==> src/design/albd_consts.svh <==
// Opcode patterns, field codes and flag bit positions for the decoder.
// Assumes inclusion by the decoder package users; definitions only.
`ifndef ALBD_CONSTS_SVH
`define ALBD_CONSTS_SVH
// ----------------------------------------
// Opcode patterns (width/direction bits masked for the logic and string forms; branch opcodes are exact)
// ----------------------------------------
`define ALBD_AND_RM 8'h20
`define ALBD_AND_ACC 8'h24
`define ALBD_IMM_RM 8'h80
`define ALBD_TEST_RM 8'h84
`define ALBD_TEST_IMM 8'hF6
`define ALBD_TEST_ACC 8'hA8
`define ALBD_OR_RM 8'h08
`define ALBD_OR_ACC 8'h0C
`define ALBD_XOR_RM 8'h30
`define ALBD_XOR_ACC 8'h34
`define ALBD_LOAD_STR 8'hAC
`define ALBD_BR_ZERO 8'h74
`define ALBD_BR_NZERO 8'h75
`define ALBD_BR_NEG 8'h78
`define ALBD_BR_NNEG 8'h79
`define ALBD_BR_SGE 8'h7D
`define ALBD_BR_SGT 8'h7F
`define ALBD_BR_UGE 8'h73
`define ALBD_BR_UGT 8'h77
`define ALBD_BR_ULE 8'h76
`define ALBD_BR_PODD 8'h7B
`define ALBD_BR_NOVF 8'h71
`define ALBD_LOOP_EQ 8'hE1
`define ALBD_BR_CNT0 8'hE3
// ----------------------------------------
// Extension codes in the reg field
// ----------------------------------------
`define ALBD_EXT_AND 3'h4
`define ALBD_EXT_OR 3'h1
`define ALBD_EXT_XOR 3'h6
`define ALBD_EXT_TEST 3'h0
// ----------------------------------------
// Mode field codes and flag bit positions
// ----------------------------------------
`define ALBD_MOD_NODISP 2'h0
`define ALBD_MOD_DISP8 2'h1
`define ALBD_MOD_DISP16 2'h2
`define ALBD_MOD_REG 2'h3
`define ALBD_RM_DIRECT 3'h6
`define ALBD_FLAG_CF 0
`define ALBD_FLAG_PF 2
`define ALBD_FLAG_ZF 6
`define ALBD_FLAG_SF 7
`define ALBD_FLAG_OF 11
`endif

==> src/design/albd_pkg.sv <==
// Types shared by the decoder and its branch evaluator.
// Assumes the constants header is included by the modules that need it.
package albd_pkg;
   typedef enum logic [3:0] {
      ALBD_OP_NONE = 4'h0,
      ALBD_OP_AND = 4'h1,
      ALBD_OP_TEST = 4'h2,
      ALBD_OP_OR = 4'h3,
      ALBD_OP_XOR = 4'h4,
      ALBD_OP_LOAD_STR = 4'h5,
      ALBD_OP_BRANCH = 4'h6,
      ALBD_OP_LOOP = 4'h7,
      ALBD_OP_CNT_BR = 4'h8
   } albd_op_type;

   typedef enum logic [1:0] {
      ALBD_FORM_NONE = 2'h0,
      ALBD_FORM_RM_REG = 2'h1,
      ALBD_FORM_IMM_RM = 2'h2,
      ALBD_FORM_IMM_ACC = 2'h3
   } albd_form_type;

   typedef enum logic [3:0] {
      ALBD_CC_ZERO = 4'h0,
      ALBD_CC_NZERO = 4'h1,
      ALBD_CC_NEG = 4'h2,
      ALBD_CC_NNEG = 4'h3,
      ALBD_CC_SGE = 4'h4,
      ALBD_CC_SGT = 4'h5,
      ALBD_CC_UGE = 4'h6,
      ALBD_CC_UGT = 4'h7,
      ALBD_CC_ULE = 4'h8,
      ALBD_CC_PODD = 4'h9,
      ALBD_CC_NOVF = 4'hA,
      ALBD_CC_LOOPEQ = 4'hB,
      ALBD_CC_CNT0 = 4'hC
   } albd_cond_type;

   // Result of one decoded instruction toward the execution unit
   typedef struct packed {
      albd_op_type op;
      albd_form_type form;
      albd_cond_type cond;
      logic word;
      logic reg_is_dest;
      logic writes_result;
      logic clears_cf_of;
      logic rm_is_reg;
      logic [1:0] mode;
      logic [2:0] reg_field;
      logic [2:0] rm_field;
      logic [15:0] disp;
      logic [15:0] imm;
   } albd_instr_type;

   // Architectural state the branch evaluator needs
   typedef struct packed {
      logic [15:0] flags;
      logic [15:0] count;
      logic [15:0] next_ip;
   } albd_arch_type;

   typedef struct packed {
      logic taken;
      logic [15:0] target;
      logic [15:0] new_count;
      logic count_write;
   } albd_branch_type;
endpackage

==> src/design/albd_decoder.sv <==
// Operation
// - Decode conjunction in its three forms
// - Test forms set flags, never write result
// - Decode inclusive disjunction in three forms
// - Decode exclusive disjunction in three forms
// - Immediate logical: second data byte if word, except the sign-extended immediate-group form
// - Decode string load into accumulator, width-selected
// - Branch on zero set or clear
// - Branch on sign set or clear
// - Branch signed not-less and greater
// - Branch unsigned not-below and above
// - Branch unsigned below-or-equal
// - Branch parity odd, no overflow
// - Decrement count, loop while nonzero and zero
// - Branch when count is zero, unchanged
// - Width bit word; direction sets destination
// - Sign-width pattern chooses immediate size
// - Mode field selects register or displacement
//
// Decoder: takes a byte stream from the prefetch queue and presents one
// decoded instruction per completed byte sequence to the execution unit.
// Assumes the queue holds a byte until byte_ready is seen with byte_valid.
`timescale 1ns/1ps
`include "albd_consts.svh"
module albd_decoder (
   input wire logic core_clk,
   input wire logic sys_rst,
   input wire logic byte_valid,
   input wire logic [7:0] byte_data,
   output logic byte_ready,
   input wire albd_pkg::albd_arch_type arch,
   output logic instr_valid,
   output albd_pkg::albd_instr_type instr,
   output logic illegal_op,
   output albd_pkg::albd_branch_type branch
);
   // ----------------------------------------
   // Sequencer states
   // ----------------------------------------
   typedef enum logic [6:0] {
      ST_OPC = 7'h01,
      ST_MODRM = 7'h02,
      ST_DISP_LO = 7'h04,
      ST_DISP_HI = 7'h08,
      ST_IMM_LO = 7'h10,
      ST_IMM_HI = 7'h20,
      ST_DONE = 7'h40
   } albd_state_type;

   albd_state_type state;
   albd_state_type next_state;
   albd_pkg::albd_instr_type cur;
   albd_pkg::albd_instr_type next_cur;
   logic need_imm;
   logic imm_two;
   logic imm_sext;
   logic next_need_imm;
   logic next_imm_two;
   logic next_imm_sext;
   logic disp_two_q;
   albd_pkg::albd_branch_type br_res;

   wire logic take = byte_valid && byte_ready;
   wire logic [7:0] b = byte_data;

   // ----------------------------------------
   // First-byte classification
   // ----------------------------------------
   wire logic is_and_rm = (b & 8'hFC) == `ALBD_AND_RM;
   wire logic is_and_acc = (b & 8'hFE) == `ALBD_AND_ACC;
   wire logic is_imm_grp = (b & 8'hFC) == `ALBD_IMM_RM;
   wire logic is_test_rm = (b & 8'hFE) == `ALBD_TEST_RM;
   wire logic is_test_imm = (b & 8'hFE) == `ALBD_TEST_IMM;
   wire logic is_test_acc = (b & 8'hFE) == `ALBD_TEST_ACC;
   wire logic is_or_rm = (b & 8'hFC) == `ALBD_OR_RM;
   wire logic is_or_acc = (b & 8'hFE) == `ALBD_OR_ACC;
   wire logic is_xor_rm = (b & 8'hFC) == `ALBD_XOR_RM;
   wire logic is_xor_acc = (b & 8'hFE) == `ALBD_XOR_ACC;
   wire logic is_load = (b & 8'hFE) == `ALBD_LOAD_STR;
   logic is_branch;
   albd_pkg::albd_cond_type br_cond;

   always_comb begin
      is_branch = 1'b1;
      br_cond = albd_pkg::ALBD_CC_ZERO;
      unique case (b)
         `ALBD_BR_ZERO: br_cond = albd_pkg::ALBD_CC_ZERO;
         `ALBD_BR_NZERO: br_cond = albd_pkg::ALBD_CC_NZERO;
         `ALBD_BR_NEG: br_cond = albd_pkg::ALBD_CC_NEG;
         `ALBD_BR_NNEG: br_cond = albd_pkg::ALBD_CC_NNEG;
         `ALBD_BR_SGE: br_cond = albd_pkg::ALBD_CC_SGE;
         `ALBD_BR_SGT: br_cond = albd_pkg::ALBD_CC_SGT;
         `ALBD_BR_UGE: br_cond = albd_pkg::ALBD_CC_UGE;
         `ALBD_BR_UGT: br_cond = albd_pkg::ALBD_CC_UGT;
         `ALBD_BR_ULE: br_cond = albd_pkg::ALBD_CC_ULE;
         `ALBD_BR_PODD: br_cond = albd_pkg::ALBD_CC_PODD;
         `ALBD_BR_NOVF: br_cond = albd_pkg::ALBD_CC_NOVF;
         `ALBD_LOOP_EQ: br_cond = albd_pkg::ALBD_CC_LOOPEQ;
         `ALBD_BR_CNT0: br_cond = albd_pkg::ALBD_CC_CNT0;
         default: is_branch = 1'b0;
      endcase
   end

   // ----------------------------------------
   // Second-byte extension for the immediate groups
   // ----------------------------------------
   wire logic [1:0] m_mode = b[7:6];
   wire logic [2:0] m_reg = b[5:3];
   wire logic [2:0] m_rm = b[2:0];
   wire logic grp80 = cur.op == albd_pkg::ALBD_OP_NONE;
   wire logic ext_and = grp80 && (m_reg == `ALBD_EXT_AND);
   wire logic ext_or = grp80 && (m_reg == `ALBD_EXT_OR);
   wire logic ext_xor = grp80 && (m_reg == `ALBD_EXT_XOR);
   wire logic ext_bad_test = (cur.op == albd_pkg::ALBD_OP_TEST) && (cur.form == albd_pkg::ALBD_FORM_IMM_RM)
      && (m_reg != `ALBD_EXT_TEST);
   wire logic ext_bad = (grp80 && !ext_and && !ext_or && !ext_xor) || ext_bad_test;
   // Direct address form carries a 16-bit displacement despite mode 00
   wire logic disp_two = (m_mode == `ALBD_MOD_DISP16)
      || (m_mode == `ALBD_MOD_NODISP && m_rm == `ALBD_RM_DIRECT);
   wire logic disp_one = m_mode == `ALBD_MOD_DISP8;
   albd_state_type after_disp;
   assign after_disp = need_imm ? ST_IMM_LO : ST_DONE;

   // ----------------------------------------
   // Sequencer next state
   // ----------------------------------------
   always_comb begin
      next_state = state;
      next_cur = cur;
      next_need_imm = need_imm;
      next_imm_two = imm_two;
      next_imm_sext = imm_sext;
      unique case (state)
         ST_OPC: begin
            if (take) begin
               next_cur = '0;
               next_cur.word = b[0];
               next_cur.reg_is_dest = b[1];
               next_cur.writes_result = 1'b1;
               next_cur.clears_cf_of = 1'b1;
               next_need_imm = 1'b0;
               next_imm_two = b[0];
               next_imm_sext = 1'b0;
               next_state = ST_MODRM;
               if (is_and_rm || is_or_rm || is_xor_rm) begin
                  next_cur.op = is_and_rm ? albd_pkg::ALBD_OP_AND
                     : is_or_rm ? albd_pkg::ALBD_OP_OR : albd_pkg::ALBD_OP_XOR;
                  next_cur.form = albd_pkg::ALBD_FORM_RM_REG;
               end else if (is_imm_grp) begin
                  // Op resolved from the extension in the next byte
                  next_cur.form = albd_pkg::ALBD_FORM_IMM_RM;
                  next_need_imm = 1'b1;
                  next_imm_sext = b[1] && b[0];
                  next_imm_two = !b[1] && b[0];
                  next_cur.reg_is_dest = 1'b0;
               end else if (is_test_rm || is_test_imm) begin
                  next_cur.op = albd_pkg::ALBD_OP_TEST;
                  next_cur.form = is_test_rm ? albd_pkg::ALBD_FORM_RM_REG : albd_pkg::ALBD_FORM_IMM_RM;
                  next_cur.writes_result = 1'b0;
                  next_cur.reg_is_dest = 1'b0;
                  next_need_imm = is_test_imm;
               end else if (is_and_acc || is_or_acc || is_xor_acc || is_test_acc) begin
                  next_cur.op = is_and_acc ? albd_pkg::ALBD_OP_AND : is_or_acc ? albd_pkg::ALBD_OP_OR
                     : is_xor_acc ? albd_pkg::ALBD_OP_XOR : albd_pkg::ALBD_OP_TEST;
                  next_cur.form = albd_pkg::ALBD_FORM_IMM_ACC;
                  next_cur.writes_result = !is_test_acc;
                  next_cur.reg_is_dest = 1'b0;
                  next_state = ST_IMM_LO;
               end else if (is_load) begin
                  next_cur.op = albd_pkg::ALBD_OP_LOAD_STR;
                  next_cur.reg_is_dest = 1'b0;
                  next_cur.clears_cf_of = 1'b0;
                  next_state = ST_DONE;
               end else if (is_branch) begin
                  next_cur.op = (br_cond == albd_pkg::ALBD_CC_LOOPEQ) ? albd_pkg::ALBD_OP_LOOP
                     : (br_cond == albd_pkg::ALBD_CC_CNT0) ? albd_pkg::ALBD_OP_CNT_BR
                     : albd_pkg::ALBD_OP_BRANCH;
                  next_cur.cond = br_cond;
                  next_cur.word = 1'b0;
                  next_cur.reg_is_dest = 1'b0;
                  next_cur.writes_result = 1'b0;
                  next_cur.clears_cf_of = 1'b0;
                  next_state = ST_DISP_LO;
               end else begin
                  next_cur.writes_result = 1'b0;
                  next_cur.clears_cf_of = 1'b0;
                  next_state = ST_DONE;
               end
            end
         end
         ST_MODRM: begin
            if (take) begin
               next_cur.mode = m_mode;
               next_cur.reg_field = m_reg;
               next_cur.rm_field = m_rm;
               next_cur.rm_is_reg = m_mode == `ALBD_MOD_REG;
               if (ext_and) begin
                  next_cur.op = albd_pkg::ALBD_OP_AND;
               end else if (ext_or) begin
                  next_cur.op = albd_pkg::ALBD_OP_OR;
               end else if (ext_xor) begin
                  next_cur.op = albd_pkg::ALBD_OP_XOR;
               end
               if (ext_bad) begin
                  next_cur.op = albd_pkg::ALBD_OP_NONE;
                  next_cur.writes_result = 1'b0;
                  next_cur.clears_cf_of = 1'b0;
               end
               next_state = (disp_one || disp_two) ? ST_DISP_LO : after_disp;
               next_cur.disp = {16{1'b0}};
            end
         end
         ST_DISP_LO: begin
            if (take) begin
               next_cur.disp = {{8{b[7]}}, b};
               next_state = (cur.op inside {albd_pkg::ALBD_OP_BRANCH, albd_pkg::ALBD_OP_LOOP,
                  albd_pkg::ALBD_OP_CNT_BR} || !disp_two_q) ? after_disp : ST_DISP_HI;
            end
         end
         ST_DISP_HI: begin
            if (take) begin
               next_cur.disp[15:8] = b;
               next_state = after_disp;
            end
         end
         ST_IMM_LO: begin
            if (take) begin
               next_cur.imm = imm_sext ? {{8{b[7]}}, b} : {8'h00, b};
               next_state = imm_two ? ST_IMM_HI : ST_DONE;
            end
         end
         ST_IMM_HI: begin
            if (take) begin
               next_cur.imm[15:8] = b;
               next_state = ST_DONE;
            end
         end
         ST_DONE: next_state = ST_OPC;
      endcase
   end

   // Remember whether the modrm byte asked for a two-byte displacement
   always_ff @(posedge core_clk) begin
      if (sys_rst) begin
         disp_two_q <= 1'b0;
      end else if (state == ST_MODRM && take) begin
         disp_two_q <= disp_two;
      end
   end

   always_ff @(posedge core_clk) begin
      if (sys_rst) begin
         state <= ST_OPC;
         cur <= '0;
         need_imm <= 1'b0;
         imm_two <= 1'b0;
         imm_sext <= 1'b0;
      end else begin
         state <= next_state;
         cur <= next_cur;
         need_imm <= next_need_imm;
         imm_two <= next_imm_two;
         imm_sext <= next_imm_sext;
      end
   end

   // ----------------------------------------
   // Branch evaluation and registered outputs
   // ----------------------------------------
   albd_branch_eval u_eval (
      .cond(cur.cond),
      .disp(cur.disp[7:0]),
      .arch(arch),
      .result(br_res)
   );

   wire logic is_br_op = cur.op inside {albd_pkg::ALBD_OP_BRANCH, albd_pkg::ALBD_OP_LOOP,
      albd_pkg::ALBD_OP_CNT_BR};
   // Ready is registered from next_state, so it is already low in the done cycle and the queue cannot race ahead
   wire logic next_ready = (next_state != ST_DONE);

   always_ff @(posedge core_clk) begin
      if (sys_rst) begin
         byte_ready <= 1'b0;
         instr_valid <= 1'b0;
         instr <= '0;
         illegal_op <= 1'b0;
         branch <= '0;
      end else begin
         byte_ready <= next_ready;
         instr_valid <= (state == ST_DONE);
         if (state == ST_DONE) begin
            instr <= cur;
            illegal_op <= (cur.op == albd_pkg::ALBD_OP_NONE);
            branch <= is_br_op ? br_res : '0;
         end
      end
   end
endmodule

==> src/design/albd_branch_eval.sv <==
// Branch condition evaluator for short conditional branches and count loops.
// Assumes flags and count arrive from the execution unit on the same clock.
`timescale 1ns/1ps
`include "albd_consts.svh"
module albd_branch_eval (
   input wire albd_pkg::albd_cond_type cond,
   input wire logic [7:0] disp,
   input wire albd_pkg::albd_arch_type arch,
   output albd_pkg::albd_branch_type result
);
   wire logic cf = arch.flags[`ALBD_FLAG_CF];
   wire logic pf = arch.flags[`ALBD_FLAG_PF];
   wire logic zf = arch.flags[`ALBD_FLAG_ZF];
   wire logic sf = arch.flags[`ALBD_FLAG_SF];
   wire logic of_flag = arch.flags[`ALBD_FLAG_OF];
   wire logic [15:0] dec_count = arch.count - 16'h0001;
   wire logic is_loop = (cond == albd_pkg::ALBD_CC_LOOPEQ);
   logic taken;

   always_comb begin
      unique case (cond)
         albd_pkg::ALBD_CC_ZERO: taken = zf;
         albd_pkg::ALBD_CC_NZERO: taken = !zf;
         albd_pkg::ALBD_CC_NEG: taken = sf;
         albd_pkg::ALBD_CC_NNEG: taken = !sf;
         albd_pkg::ALBD_CC_SGE: taken = (sf == of_flag);
         albd_pkg::ALBD_CC_SGT: taken = !zf && (sf == of_flag);
         albd_pkg::ALBD_CC_UGE: taken = !cf;
         albd_pkg::ALBD_CC_UGT: taken = !cf && !zf;
         albd_pkg::ALBD_CC_ULE: taken = cf || zf;
         albd_pkg::ALBD_CC_PODD: taken = !pf;
         albd_pkg::ALBD_CC_NOVF: taken = !of_flag;
         albd_pkg::ALBD_CC_LOOPEQ: taken = (dec_count != 16'h0000) && zf;
         albd_pkg::ALBD_CC_CNT0: taken = (arch.count == 16'h0000);
         default: taken = 1'b0;
      endcase
   end

   // Target is relative to the following instruction
   assign result.taken = taken;
   assign result.target = taken ? arch.next_ip + {{8{disp[7]}}, disp} : arch.next_ip;
   assign result.new_count = is_loop ? dec_count : arch.count;
   assign result.count_write = is_loop;
endmodule

==> config.mk <==
export PLATFORM = sky130hd
export DESIGN_NAME = albd_decoder
export DESIGN_NICKNAME = d
export VERILOG_FILES = /design/src/design/albd_pkg.sv /design/src/design/albd_decoder.sv /design/src/design/albd_branch_eval.sv
export VERILOG_INCLUDE_DIRS = /design/src /design/src/design
export SDC_FILE = /design/constraint.sdc
export NUM_CORES = 1
export LEC_CHECK = 0
export BUFFER_PORTS_ARGS = -buffer_cell sky130_fd_sc_hd__clkbuf_2
export CAP_MARGIN = 20
export CORE_ASPECT_RATIO = 1.2
export CORE_MARGIN = 2
export CORE_UTILIZATION = 46
export CTS_BUF_LIST = sky130_fd_sc_hd__clkbuf_4
export DETAILED_ROUTE_END_ITERATION = 6
export GPL_TIMING_DRIVEN = 0
export PLACE_DENSITY_LB_ADDON = 0.25
export SETUP_SLACK_MARGIN = 0.05
export SYNTH_ARGS = -nofsm -noshare
export SYNTH_HDL_FRONTEND = slang
export SYNTH_SLANG_ARGS = --single-unit
==> constraint.sdc <==
create_clock -name core_clk -period 6 [get_ports core_clk]
set_input_delay 0.6 -clock core_clk [delete_from_list [all_inputs] [get_ports core_clk]]
set_output_delay 0.6 -clock core_clk [all_outputs]
set_load 0.005 [all_outputs]
==> results of run 1 <==
-- worst register-to-register path: cells and delay by family (launching register included) --
kind / cells / cell delay [ns]
AOI/OAI and AO/OA: 2 / 0.37
DFF: 1 / 0.33
and+or+nand+nor: 4 / 1.62
buffers and inverters: 2 / 0.50
-- cells by family after synthesis --
| family | share of synthesized area [%] |
|---|---|
| AOI/OAI and AO/OA | 21.4 |
| xor gates and xnor gates | 3.69 |
| adders and majority gates | 3.13 |
| buffers and inverters | 4.62 |
| DFF | 40.4 |
| muxes | 1.15 |
| and+or+nand+nor | 25.6 |
-- state kept, by name, indices dropped and copies added (netlist names) --
register     flops
branch          34
instr_valid      1
imm_sext         1
disp_two_q       1
state            7
instr           55
byte_ready       1
illegal_op       1
cur             55
imm_two          1
need_imm         1
-- final cells by class --
class	instances	area [sq um]
diodes	1	2.50
multi-input cells	775	4300
flip-flops and latches	158	3160
plain buffers	79	309
well taps	216	270
clock buffers	17	128
fillers	1769	7770
repair buffers	135	676
inverters	14	52.6
clock inverters	15	113
-- report_power, final --
group,leakage (nW),switching (mW),internal (mW)
sequential,1.28,0.0117,1.06
combinational,1.99,0.160,0.0762
clock,0.133,0.422,0.170
total,3.40,0.594,1.31
-- cells in the final DEF, fill, tap and decap left out, types with 10 or more instances in the layout --
cell type	n
a211oi_1	16
a21oi_1	116
a22oi_1	30
a31oi_1	14
clkbuf_1	71
clkbuf_2	134
clkbuf_4	17
dfxtp_1	158
ha_1	18
inv_1	13
nand2_1	190
nand3_1	32
nor2_1	118
nor2b_1	10
nor3_1	28
nor4_1	12
o21ai_0	26
xnor2_1	15
xor2_1	18
-- per-stage QoR --
step / power (mW) / util, % / area [sq um] / hold WS (ns)
2_1_floorplan: 1.25 / - / 7830 / 0.427
3_3_place_gp: 1.33 / 52.2 / 8770 / 0.436
3_5_place_dp: 1.33 / 52.2 / 8770 / 0.440
4_1_cts: 1.91 / 53.7 / 9010 / 0.254
5_1_grt: 1.98 / 53.7 / 9010 / 0.265
6_report: 1.90 / 53.7 / 9010 / 0.291
-- worst max path at each step --
| stage | start | to | slack, ns | cells past startpoint |
|---|---|---|---|---|
| after global placement | arch[17] | branch[32] | 2.72 | 12 |
| after detailed placement | arch[17] | branch[32] | 2.73 | 12 |
| after global routing | state[3] | branch[32] | 2.91 | 8 |
| after floorplan | arch[17] | branch[32] | 3.12 | 11 |
| final | state[3] | cur[15] | 3.08 | 8 |
| after CTS | state[3] | cur[15] | 3.13 | 8 |
-- layer usage --
metal / vias to the layer above / track usage [%] / part of all wire, %
met5: - / 0 / 0
met4: 0 / 10.7 / 3.2
met3: 50 / 4.97 / 5.9
met2: 258 / 43.9 / 48
met1: 3663 / 33.2 / 43
li1: 3921 / - / -
==> results.sh, run 1 <==
export IMPL_cp_max_fo=8
export IMPL_synth_cells=1026
export IMPL_drtAntennaViolNets=0
export IMPL_maxCapViolations=0
export IMPL_grt_pass1_vias=7230
export IMPL_cts_buffers=17
export IMPL_avgViaCountPerCell=5.60
export IMPL_pin_count=151
export IMPL_yosysWarnings=0
export IMPL_hold_start="arch[12]"
export IMPL_drv_slew=0
export IMPL_cp_slowest_stage_delay_ns=0.64
export IMPL_hold_viol=0
export IMPL_drt_pass1_iter_count=6
export IMPL_setup_tns_ns=0
export IMPL_critPathCaptureType="register"
export IMPL_crit_buf_inv=2
export IMPL_synth_top_area_cell="dfxtp_1"
export IMPL_holdCritPathClass="input port to register"
export IMPL_synth_top_flop_cell="dfxtp_1"
export IMPL_start_util_pct=46.6
export IMPL_cts_sinks=158
export IMPL_setup_viol=0
export IMPL_status="complete, no violations"
export IMPL_drcViolationCount=0
export IMPL_final_cells=1410
export IMPL_synth_cell_types=70
export IMPL_clock_skew_ns=0.0195
export IMPL_synth_nets=1104
export IMPL_r2r_cells=8
export IMPL_worst_path_max_delay_cell="nor3b_1"
export IMPL_tightest_slew_ns=0.909
export IMPL_final_net_count=1258
export IMPL_core_area_sq_um=16800
export IMPL_antenna_found_initial=1
export IMPL_placed_cells=1376
export IMPL_cts_hold_buf=0
export IMPL_async_flop_share_pct=0
export IMPL_die_w_um=123
export IMPL_first_iter_violations=518
export IMPL_synth_edf_count=0
export IMPL_hold_depth=3
export IMPL_yosysSeqAreaShare_pct=40.4
export IMPL_worstPathArrival_ns=3.41
export IMPL_min_period_ns=2.92
export IMPL_setup_ws_ns=3.08
export IMPL_path_common_cell="clkbuf_1"
export IMPL_drt_total_wl_mm=23.9
export IMPL_grt_max_degree=17
export IMPL_grt_pass1_wl_mm=37.3
export IMPL_rows=52
export IMPL_critPathTopFamily="simple AND/OR/NAND/NOR gates"
export IMPL_r2r_start="state[3]"
export IMPL_path_class="register to register"
export IMPL_startpoint_type="register"
export IMPL_post_cts_buffers=0
export IMPL_power_density_nw_per_um2=211
export IMPL_drive_gt1_share_pct=14.7
export IMPL_avgSynthCellArea_sq_um=7.63
export IMPL_relSlewSlack_pct=39.0
export IMPL_p_leak_nw=3.40
export IMPL_yosys_register_bits=158
export IMPL_fp_dieH_um=147
export IMPL_synth_top_area_share_pct=40.4
export IMPL_synth_commonest_cells="190 x nand2_1, 158 x dfxtp_1, 118 x nor2_1, 116 x a21oi_1, 71 x clkbuf_1"
export IMPL_path_cells="clkbuf_1 > nor4_1 > nand2b_1 > nor3b_1 > and3_1 > clkbuf_1 > a21oi_1 > a211oi_1"
export IMPL_min_to="branch[29]"
export IMPL_r2r_setup_slack_ns=3.08
export IMPL_r2r_end="cur[15]"
export IMPL_vdd_drop_max_mv=0.111
export IMPL_cp_required_ns=6.49
export IMPL_syn2layout_area_growth_pct=15.2
export IMPL_clk_latency_ns=0.58
export IMPL_dpl_worst_slack_ns=2.73
export IMPL_grt_ovfl_total=0
export IMPL_hpwl_mm=17.5
export IMPL_h_tree_depth=4
export IMPL_rsz0062_at_grt="no"
export IMPL_io_buffers=134
export IMPL_cts_buffer_depth=2
export IMPL_gp_congestion=0.934
export IMPL_synth_most_common_cell="nand2_1"
export IMPL_cts_root_buffer="clkbuf_4"
export IMPL_max_freq_mhz=343
export IMPL_grtUsageTotal_pct=26.4
export IMPL_yosys_top_cells_area="dfxtp_1 40%, nand2_1 9.1%, a21oi_1 7.4%, nor2_1 5.7%, clkbuf_1 3.4%"
export IMPL_syn_cell_area_sq_um=7830
export IMPL_cts_resized=0
export IMPL_clk_pin_slew_worst_paths_ns=0.15
export IMPL_num_vias=7892
export IMPL_cts_tree="yes"
export IMPL_die_area_sq_um=18100
export IMPL_wl_per_cell_um=16.9
export IMPL_min_period_over_period_pct=48.6
(Power assumes the default switching activity.)
==> run 2: changes to the inputs <==
clock period = 2.9 ns   (was 6 ns; I/O delays follow)
==> run 2 against run 1 <==
- non-clock buffer count rose by 12
- routed wire length is 0.43% higher
- worst setup slack got worse by 2.8 ns
- design area up 1.7%
- first-iteration DRC count shrank 0.39%
- sequential power increased by 110%
- clock skew is 0.0032 ns higher
- critical path depth fell by 1
- highest routed layer unchanged
==> results.sh, run 2 (synthesized netlist as in run 1, its figures left out) <==
export IMPL_status="complete, no violations"
export IMPL_p_seq_share_pct=56.3
export IMPL_cp_max_fo=10
export IMPL_final_net_count=1270
export IMPL_final_cells=1422
export IMPL_clk_latency_ns=0.58
export IMPL_r2r_end="branch[20]"
export IMPL_grt_max_degree=17
export IMPL_r2r_cells=7
export IMPL_rsz0062_at_grt="no"
export IMPL_drv_slew=0
export IMPL_switching_share_pct=31.1
export IMPL_hold_depth=3
export IMPL_pin_count=151
export IMPL_die_area_sq_um=18100
export IMPL_combPwrFrac_pct=12.8
export IMPL_power_density_nw_per_um2=431
export IMPL_placed_area_sq_um=8770
export IMPL_drive_gt1_share_pct=15.0
export IMPL_vdd_drop_max_mv=0.231
export IMPL_fin_hold_ws_ns=0.0326
export IMPL_max_freq_mhz=376
export IMPL_r2r_start="state[3]"
export IMPL_die_w_um=123
export IMPL_startpoint_type="register"
export IMPL_rows=52
export IMPL_drt_pass1_iter_count=6
export IMPL_grt_pass1_wl_mm=37.4
export IMPL_core_area_sq_um=16800
export IMPL_grt_ovfl_total=0
export IMPL_start_util_pct=46.6
export IMPL_mostFrequentLayoutCells="190 x nand2_1, 158 x dfxtp_1, 134 x clkbuf_2"
export IMPL_p_leak_nw=3.46
export IMPL_cts_buffer_depth=2
export IMPL_worstPathArrival_ns=3.15
export IMPL_p_switching_mw=1.23
export IMPL_gp_congestion=0.934
export IMPL_hold_start="arch[2]"
export IMPL_cts_root_buffer="clkbuf_4"
export IMPL_syn2layout_area_growth_pct=17.1
export IMPL_finalPower_mw=3.95
export IMPL_finalInstanceArea_sq_um=9160
export IMPL_layout_commonest_cell="nand2_1"
export IMPL_grt_pass1_vias=7291
export IMPL_min_to="branch[19]"
export IMPL_cp_required_ns=3.39
export IMPL_grtUsageTotal_pct=26.5
export IMPL_fillers=1753
export IMPL_holdCritPathClass="input port to register"
export IMPL_hold_viol=0
export IMPL_drtAntennaViolNets=0
export IMPL_clock_skew_ns=0.0228
export IMPL_fp_dieH_um=147
export IMPL_placed_cells=1376
export IMPL_hpwl_mm=17.5
export IMPL_min_period_over_period_pct=91.7
export IMPL_critPathCaptureType="register"
export IMPL_tightest_slew_ns=0.830
export IMPL_wl_per_cell_um=16.9
export IMPL_num_vias=7953
export IMPL_cts_buffers=17
export IMPL_clk_pin_slew_worst_paths_ns=0.16
export IMPL_h_tree_depth=4
export IMPL_r2r_setup_slack_ns=0.24
export IMPL_first_iter_violations=516
export IMPL_setup_tns_ns=0
export IMPL_min_period_ns=2.66
export IMPL_avgViaCountPerCell=5.59
export IMPL_post_cts_buffers=0
export IMPL_reg_top3="cur x55, instr x55, branch x34"
export IMPL_clkPwrFrac_pct=30.9
export IMPL_maxCapViolations=0
export IMPL_path_class="register to register"
export IMPL_p_int_mw=2.72
export IMPL_drcViolationCount=0
export IMPL_relSlewSlack_pct=44.2
export IMPL_cts_tree="yes"
export IMPL_drt_total_wl_mm=24.0
export IMPL_antenna_found_initial=1
export IMPL_io_buffers=134
export IMPL_setup_viol=0
export IMPL_cts_sinks=158
-- run 2: changes by cell type in the layout (fill, tap and decap cells not counted) --
cell           before  now
dlygate4sd3_1       0   12
nor2_1            118  117
nor2_2              0    1
nor3_1             28   26
nor3_2              0    2
nor3b_1             4    3
nor3b_2             0    1
nor4_1             12   10
nor4_2              0    2
-- run 2: timing repair --
item	4_1_cts	5_1_grt
hold buffers	12	0
gates cloned	0	0
setup endpoints to repair	2	37
gates resized for setup	2	4
endpoints found under the hold margin	12	0
-- run 2: area by class of cell --
type	instances	area (sq um)	area share [%]
well taps	216	270	2.95
repair buffers	147	796	8.68
plain buffers	79	309	3.37
clock inverters	15	113	1.23
diodes	1	2.50	0.0273
inverters	14	52.6	0.573
flip-flops and latches	158	3160	34.5
multi-input cells	775	4330	47.3
clock buffers	17	128	1.39
-- run 2: per-layer routing --
metal | share of wire [%] | wire [um] | global-route usage [%] | vias up
li1 | - | - | - | 3942
met1 | 43 | 10200 | 33.3 | 3701
met2 | 49 | 11600 | 44.3 | 265
met3 | 5.8 | 1390 | 4.97 | 45
met4 | 3.1 | 739 | 10.7 | 0
met5 | 0 | 0 | 0 | -
-- run 2: critical path, cell delays in order (launching register included) --
cell and delay, ns:
dfxtp_1 0.33, clkbuf_1 0.17, nor4_2 0.44, nand3_1 0.42, or3_1 0.47, clkbuf_1 0.21
clkbuf_1 0.28, o21ai_0 0.23
-- run 2: through the flow --
step	utilization, %	setup WS (ns)
finish	54.6	0.242
global route	54.6	0.0850
CTS	54.4	0.0567
detailed placement	52.2	-0.0631
global placement	52.2	-0.0715
floorplan	-	0.327
-- run 2: how the worst max path moves through the flow --
stage | start | endpoint | depth (start not counted)
CTS | state[3] | branch[32] | 8
global route | state[5] | cur[26] | 7
finish | state[3] | branch[20] | 7
global placement | arch[17] | branch[32] | 12
floorplan | arch[17] | branch[32] | 11
detailed placement | arch[17] | branch[32] | 12
-- run 2: power groups by stage --
stage / logic, mW / clock network [mW] / registers, mW
3_3_place_gp: 0.480 / 0 / 2.27
6_report: 0.504 / 1.22 / 2.22
5_1_grt: 0.548 / 1.33 / 2.23
2_1_floorplan: 0.316 / 0 / 2.26
3_5_place_dp: 0.482 / 0 / 2.27
4_1_cts: 0.497 / 1.24 / 2.22
==> run 3: changes to the inputs <==
REMOVE_ABC_BUFFERS = 1   (was unset)
==> run 3 against run 2 <==
- power is 2.0% higher
- clock skew is 0.0018 ns higher
- non-clock buffer count is 61 lower
- largest power group unchanged
- critical endpoint is now branch[32]
- worst setup slack worse by 0.022 ns
- sequential power hardly changed
- fmax is 0.82% lower
- via count is 4.1% lower
==> results.sh, run 3 (synthesized netlist as in run 1, its figures left out) <==
export IMPL_worst_path_max_delay_cell="or3_1"
export IMPL_r2r_start="state[1]"
export IMPL_crit_buf_inv=1
export IMPL_setup_viol=0
export IMPL_maxCapViolations=0
export IMPL_io_buffers=139
export IMPL_fp_dieH_um=147
export IMPL_mostFrequentLayoutCells="190 x nand2_1, 158 x dfxtp_1, 138 x clkbuf_2"
export IMPL_hold_start="arch[1]"
export IMPL_r2r_end="branch[32]"
export IMPL_num_vias=7629
export IMPL_cts_buffer_depth=2
export IMPL_wl_per_cell_um=15.6
export IMPL_placed_cells=1309
export IMPL_utilization_pct=54.1
export IMPL_grt_pass1_vias=7055
export IMPL_r2r_cells=7
export IMPL_core_area_sq_um=16800
export IMPL_cp_required_ns=3.41
export IMPL_syn2layout_area_growth_pct=16.1
export IMPL_grt_pass1_wl_mm=34.0
export IMPL_clock_skew_ns=0.0246
export IMPL_drt_pass1_iter_count=7
export IMPL_first_iter_violations=536
export IMPL_drive_gt1_share_pct=17.2
export IMPL_hpwl_mm=13.9
export IMPL_cts_root_buffer="clkbuf_4"
export IMPL_critPathCaptureType="register"
export IMPL_min_period_ns=2.68
export IMPL_clk_latency_ns=0.58
export IMPL_critPathTopFamily="simple AND/OR/NAND/NOR gates"
export IMPL_drtAntennaViolNets=0
export IMPL_die_area_sq_um=18100
export IMPL_pin_count=151
export IMPL_min_to="branch[18]"
export IMPL_hold_depth=4
export IMPL_status="complete, no violations"
export IMPL_tightest_slew_ns=1.06
export IMPL_drcViolationCount=0
export IMPL_rows=52
export IMPL_holdCritPathClass="input port to register"
export IMPL_cts_tree="yes"
export IMPL_path_class="register to register"
export IMPL_start_util_pct=46.6
export IMPL_p_leak_nw=3.45
export IMPL_final_net_count=1210
export IMPL_cts_sinks=158
export IMPL_die_w_um=123
export IMPL_h_tree_depth=4
export IMPL_antenna_found_initial=1
export IMPL_startpoint_type="register"
export IMPL_worstPathArrival_ns=3.19
export IMPL_layout_commonest_cell="nand2_1"
export IMPL_cp_slowest_stage_delay_ns=0.63
export IMPL_power_density_nw_per_um2=443
export IMPL_rsz0062_at_grt="no"
export IMPL_cts_buffers=17
export IMPL_min_period_over_period_pct=92.4
export IMPL_hold_viol=0
export IMPL_max_freq_mhz=373
export IMPL_vdd_drop_max_mv=0.282
export IMPL_grt_max_degree=145
export IMPL_path_cells="nor4_4 > nand3_4 > buf_12 > or3_1 > nor4_1 > a21oi_1 > nand3_1"
export IMPL_grt_ovfl_total=0
export IMPL_gp_congestion=0.887
export IMPL_drt_total_wl_mm=21.2
export IMPL_clk_pin_slew_worst_paths_ns=0.14
export IMPL_final_cells=1362
export IMPL_cp_max_fo=46
export IMPL_drv_slew=0
export IMPL_fillers=1702
export IMPL_avgViaCountPerCell=5.60
export IMPL_r2r_setup_slack_ns=0.22
export IMPL_relSlewSlack_pct=29.5
export IMPL_grtUsageTotal_pct=23.3
export IMPL_reg_top3="cur x55, instr x55, branch x34"
## run 3: changes by cell type in the layout (fill, tap and decap cells not counted), moves of 4 or more
cell        delta
clkinv_4       -4
clkbuf_1      -71
buf_4          +6
clkinvlp_4     +4
clkbuf_2       +4
buf_1          -5
## run 3: cell type report
cell class / instances / area (sq um) / share of cell area, %
clock inverters: 15 / 145 / 1.60
clock buffers: 17 / 128 / 1.40
flip-flops and latches: 158 / 3160 / 34.8
repair buffers: 165 / 968 / 10.7
multi-input cells: 776 / 4360 / 47.9
well taps: 216 / 270 / 2.97
diodes: 1 / 2.50 / 0.0275
inverters: 14 / 52.6 / 0.578
## run 3: through the flow
step | total power [mW] | setup TNS [ns] | hold slack, ns | instance area [sq um] | setup WS, ns
floorplan | 2.51 | -24.16 | 0.359 | 7520 | -0.792
global placement | 2.70 | -183.24 | 0.436 | 8480 | -2.75
detailed placement | 2.72 | -4.68 | 0.443 | 8590 | -0.425
CTS | 4.06 | 0 | 0.0374 | 9030 | 0.0599
global route | 4.22 | 0 | 0.0598 | 9090 | 0.0484
finish | 4.03 | 0 | 0.0994 | 9090 | 0.220
## run 3: timing repair
action                     CTS  global route
hold buffers                14             0
hold endpoints to repair    14             0
setup endpoints to repair   18            13
buffers inserted             0             5
resized for setup            4             3
pin swaps                    0             3
gates cloned                 0             1
## run 3: worst reg2reg max path: stages (launching register included)
cell	delay, ns
dfxtp_1	0.44
nor4_4	0.46
nand3_4	0.32
buf_12	0.30
or3_1	0.65
nor4_1	0.32
a21oi_1	0.07
nand3_1	0.08
## run 3: worst max-delay path by stage
| stage | from | to | slack (ns) | cells after the start |
|---|---|---|---|---|
| detailed placement | state[2] | branch[32] | -0.43 | 8 |
| CTS | byte_ready | cur[30] | 0.06 | 5 |
| global route | state[1] | branch[32] | 0.05 | 7 |
| global placement | state[2] | branch[32] | -2.75 | 7 |
| floorplan | state[2] | branch[0] | -0.79 | 5 |
| finish | state[1] | branch[32] | 0.22 | 7 |
## run 3: per-layer routing
metal	part of all wire, %	track usage [%]	vias to the layer above
met5	0	0	-
met4	2.1	6.70	0
met3	4.9	5.12	25
met2	49	40.1	203
met1	44	29.1	3579
li1	-	-	3822
## run 3: power breakdown
part	internal, mW	total [mW]	switching [mW]
Combinational	0.170	0.474	0.304
Clock	0.505	1.32	0.816
Sequential	2.20	2.23	0.0328
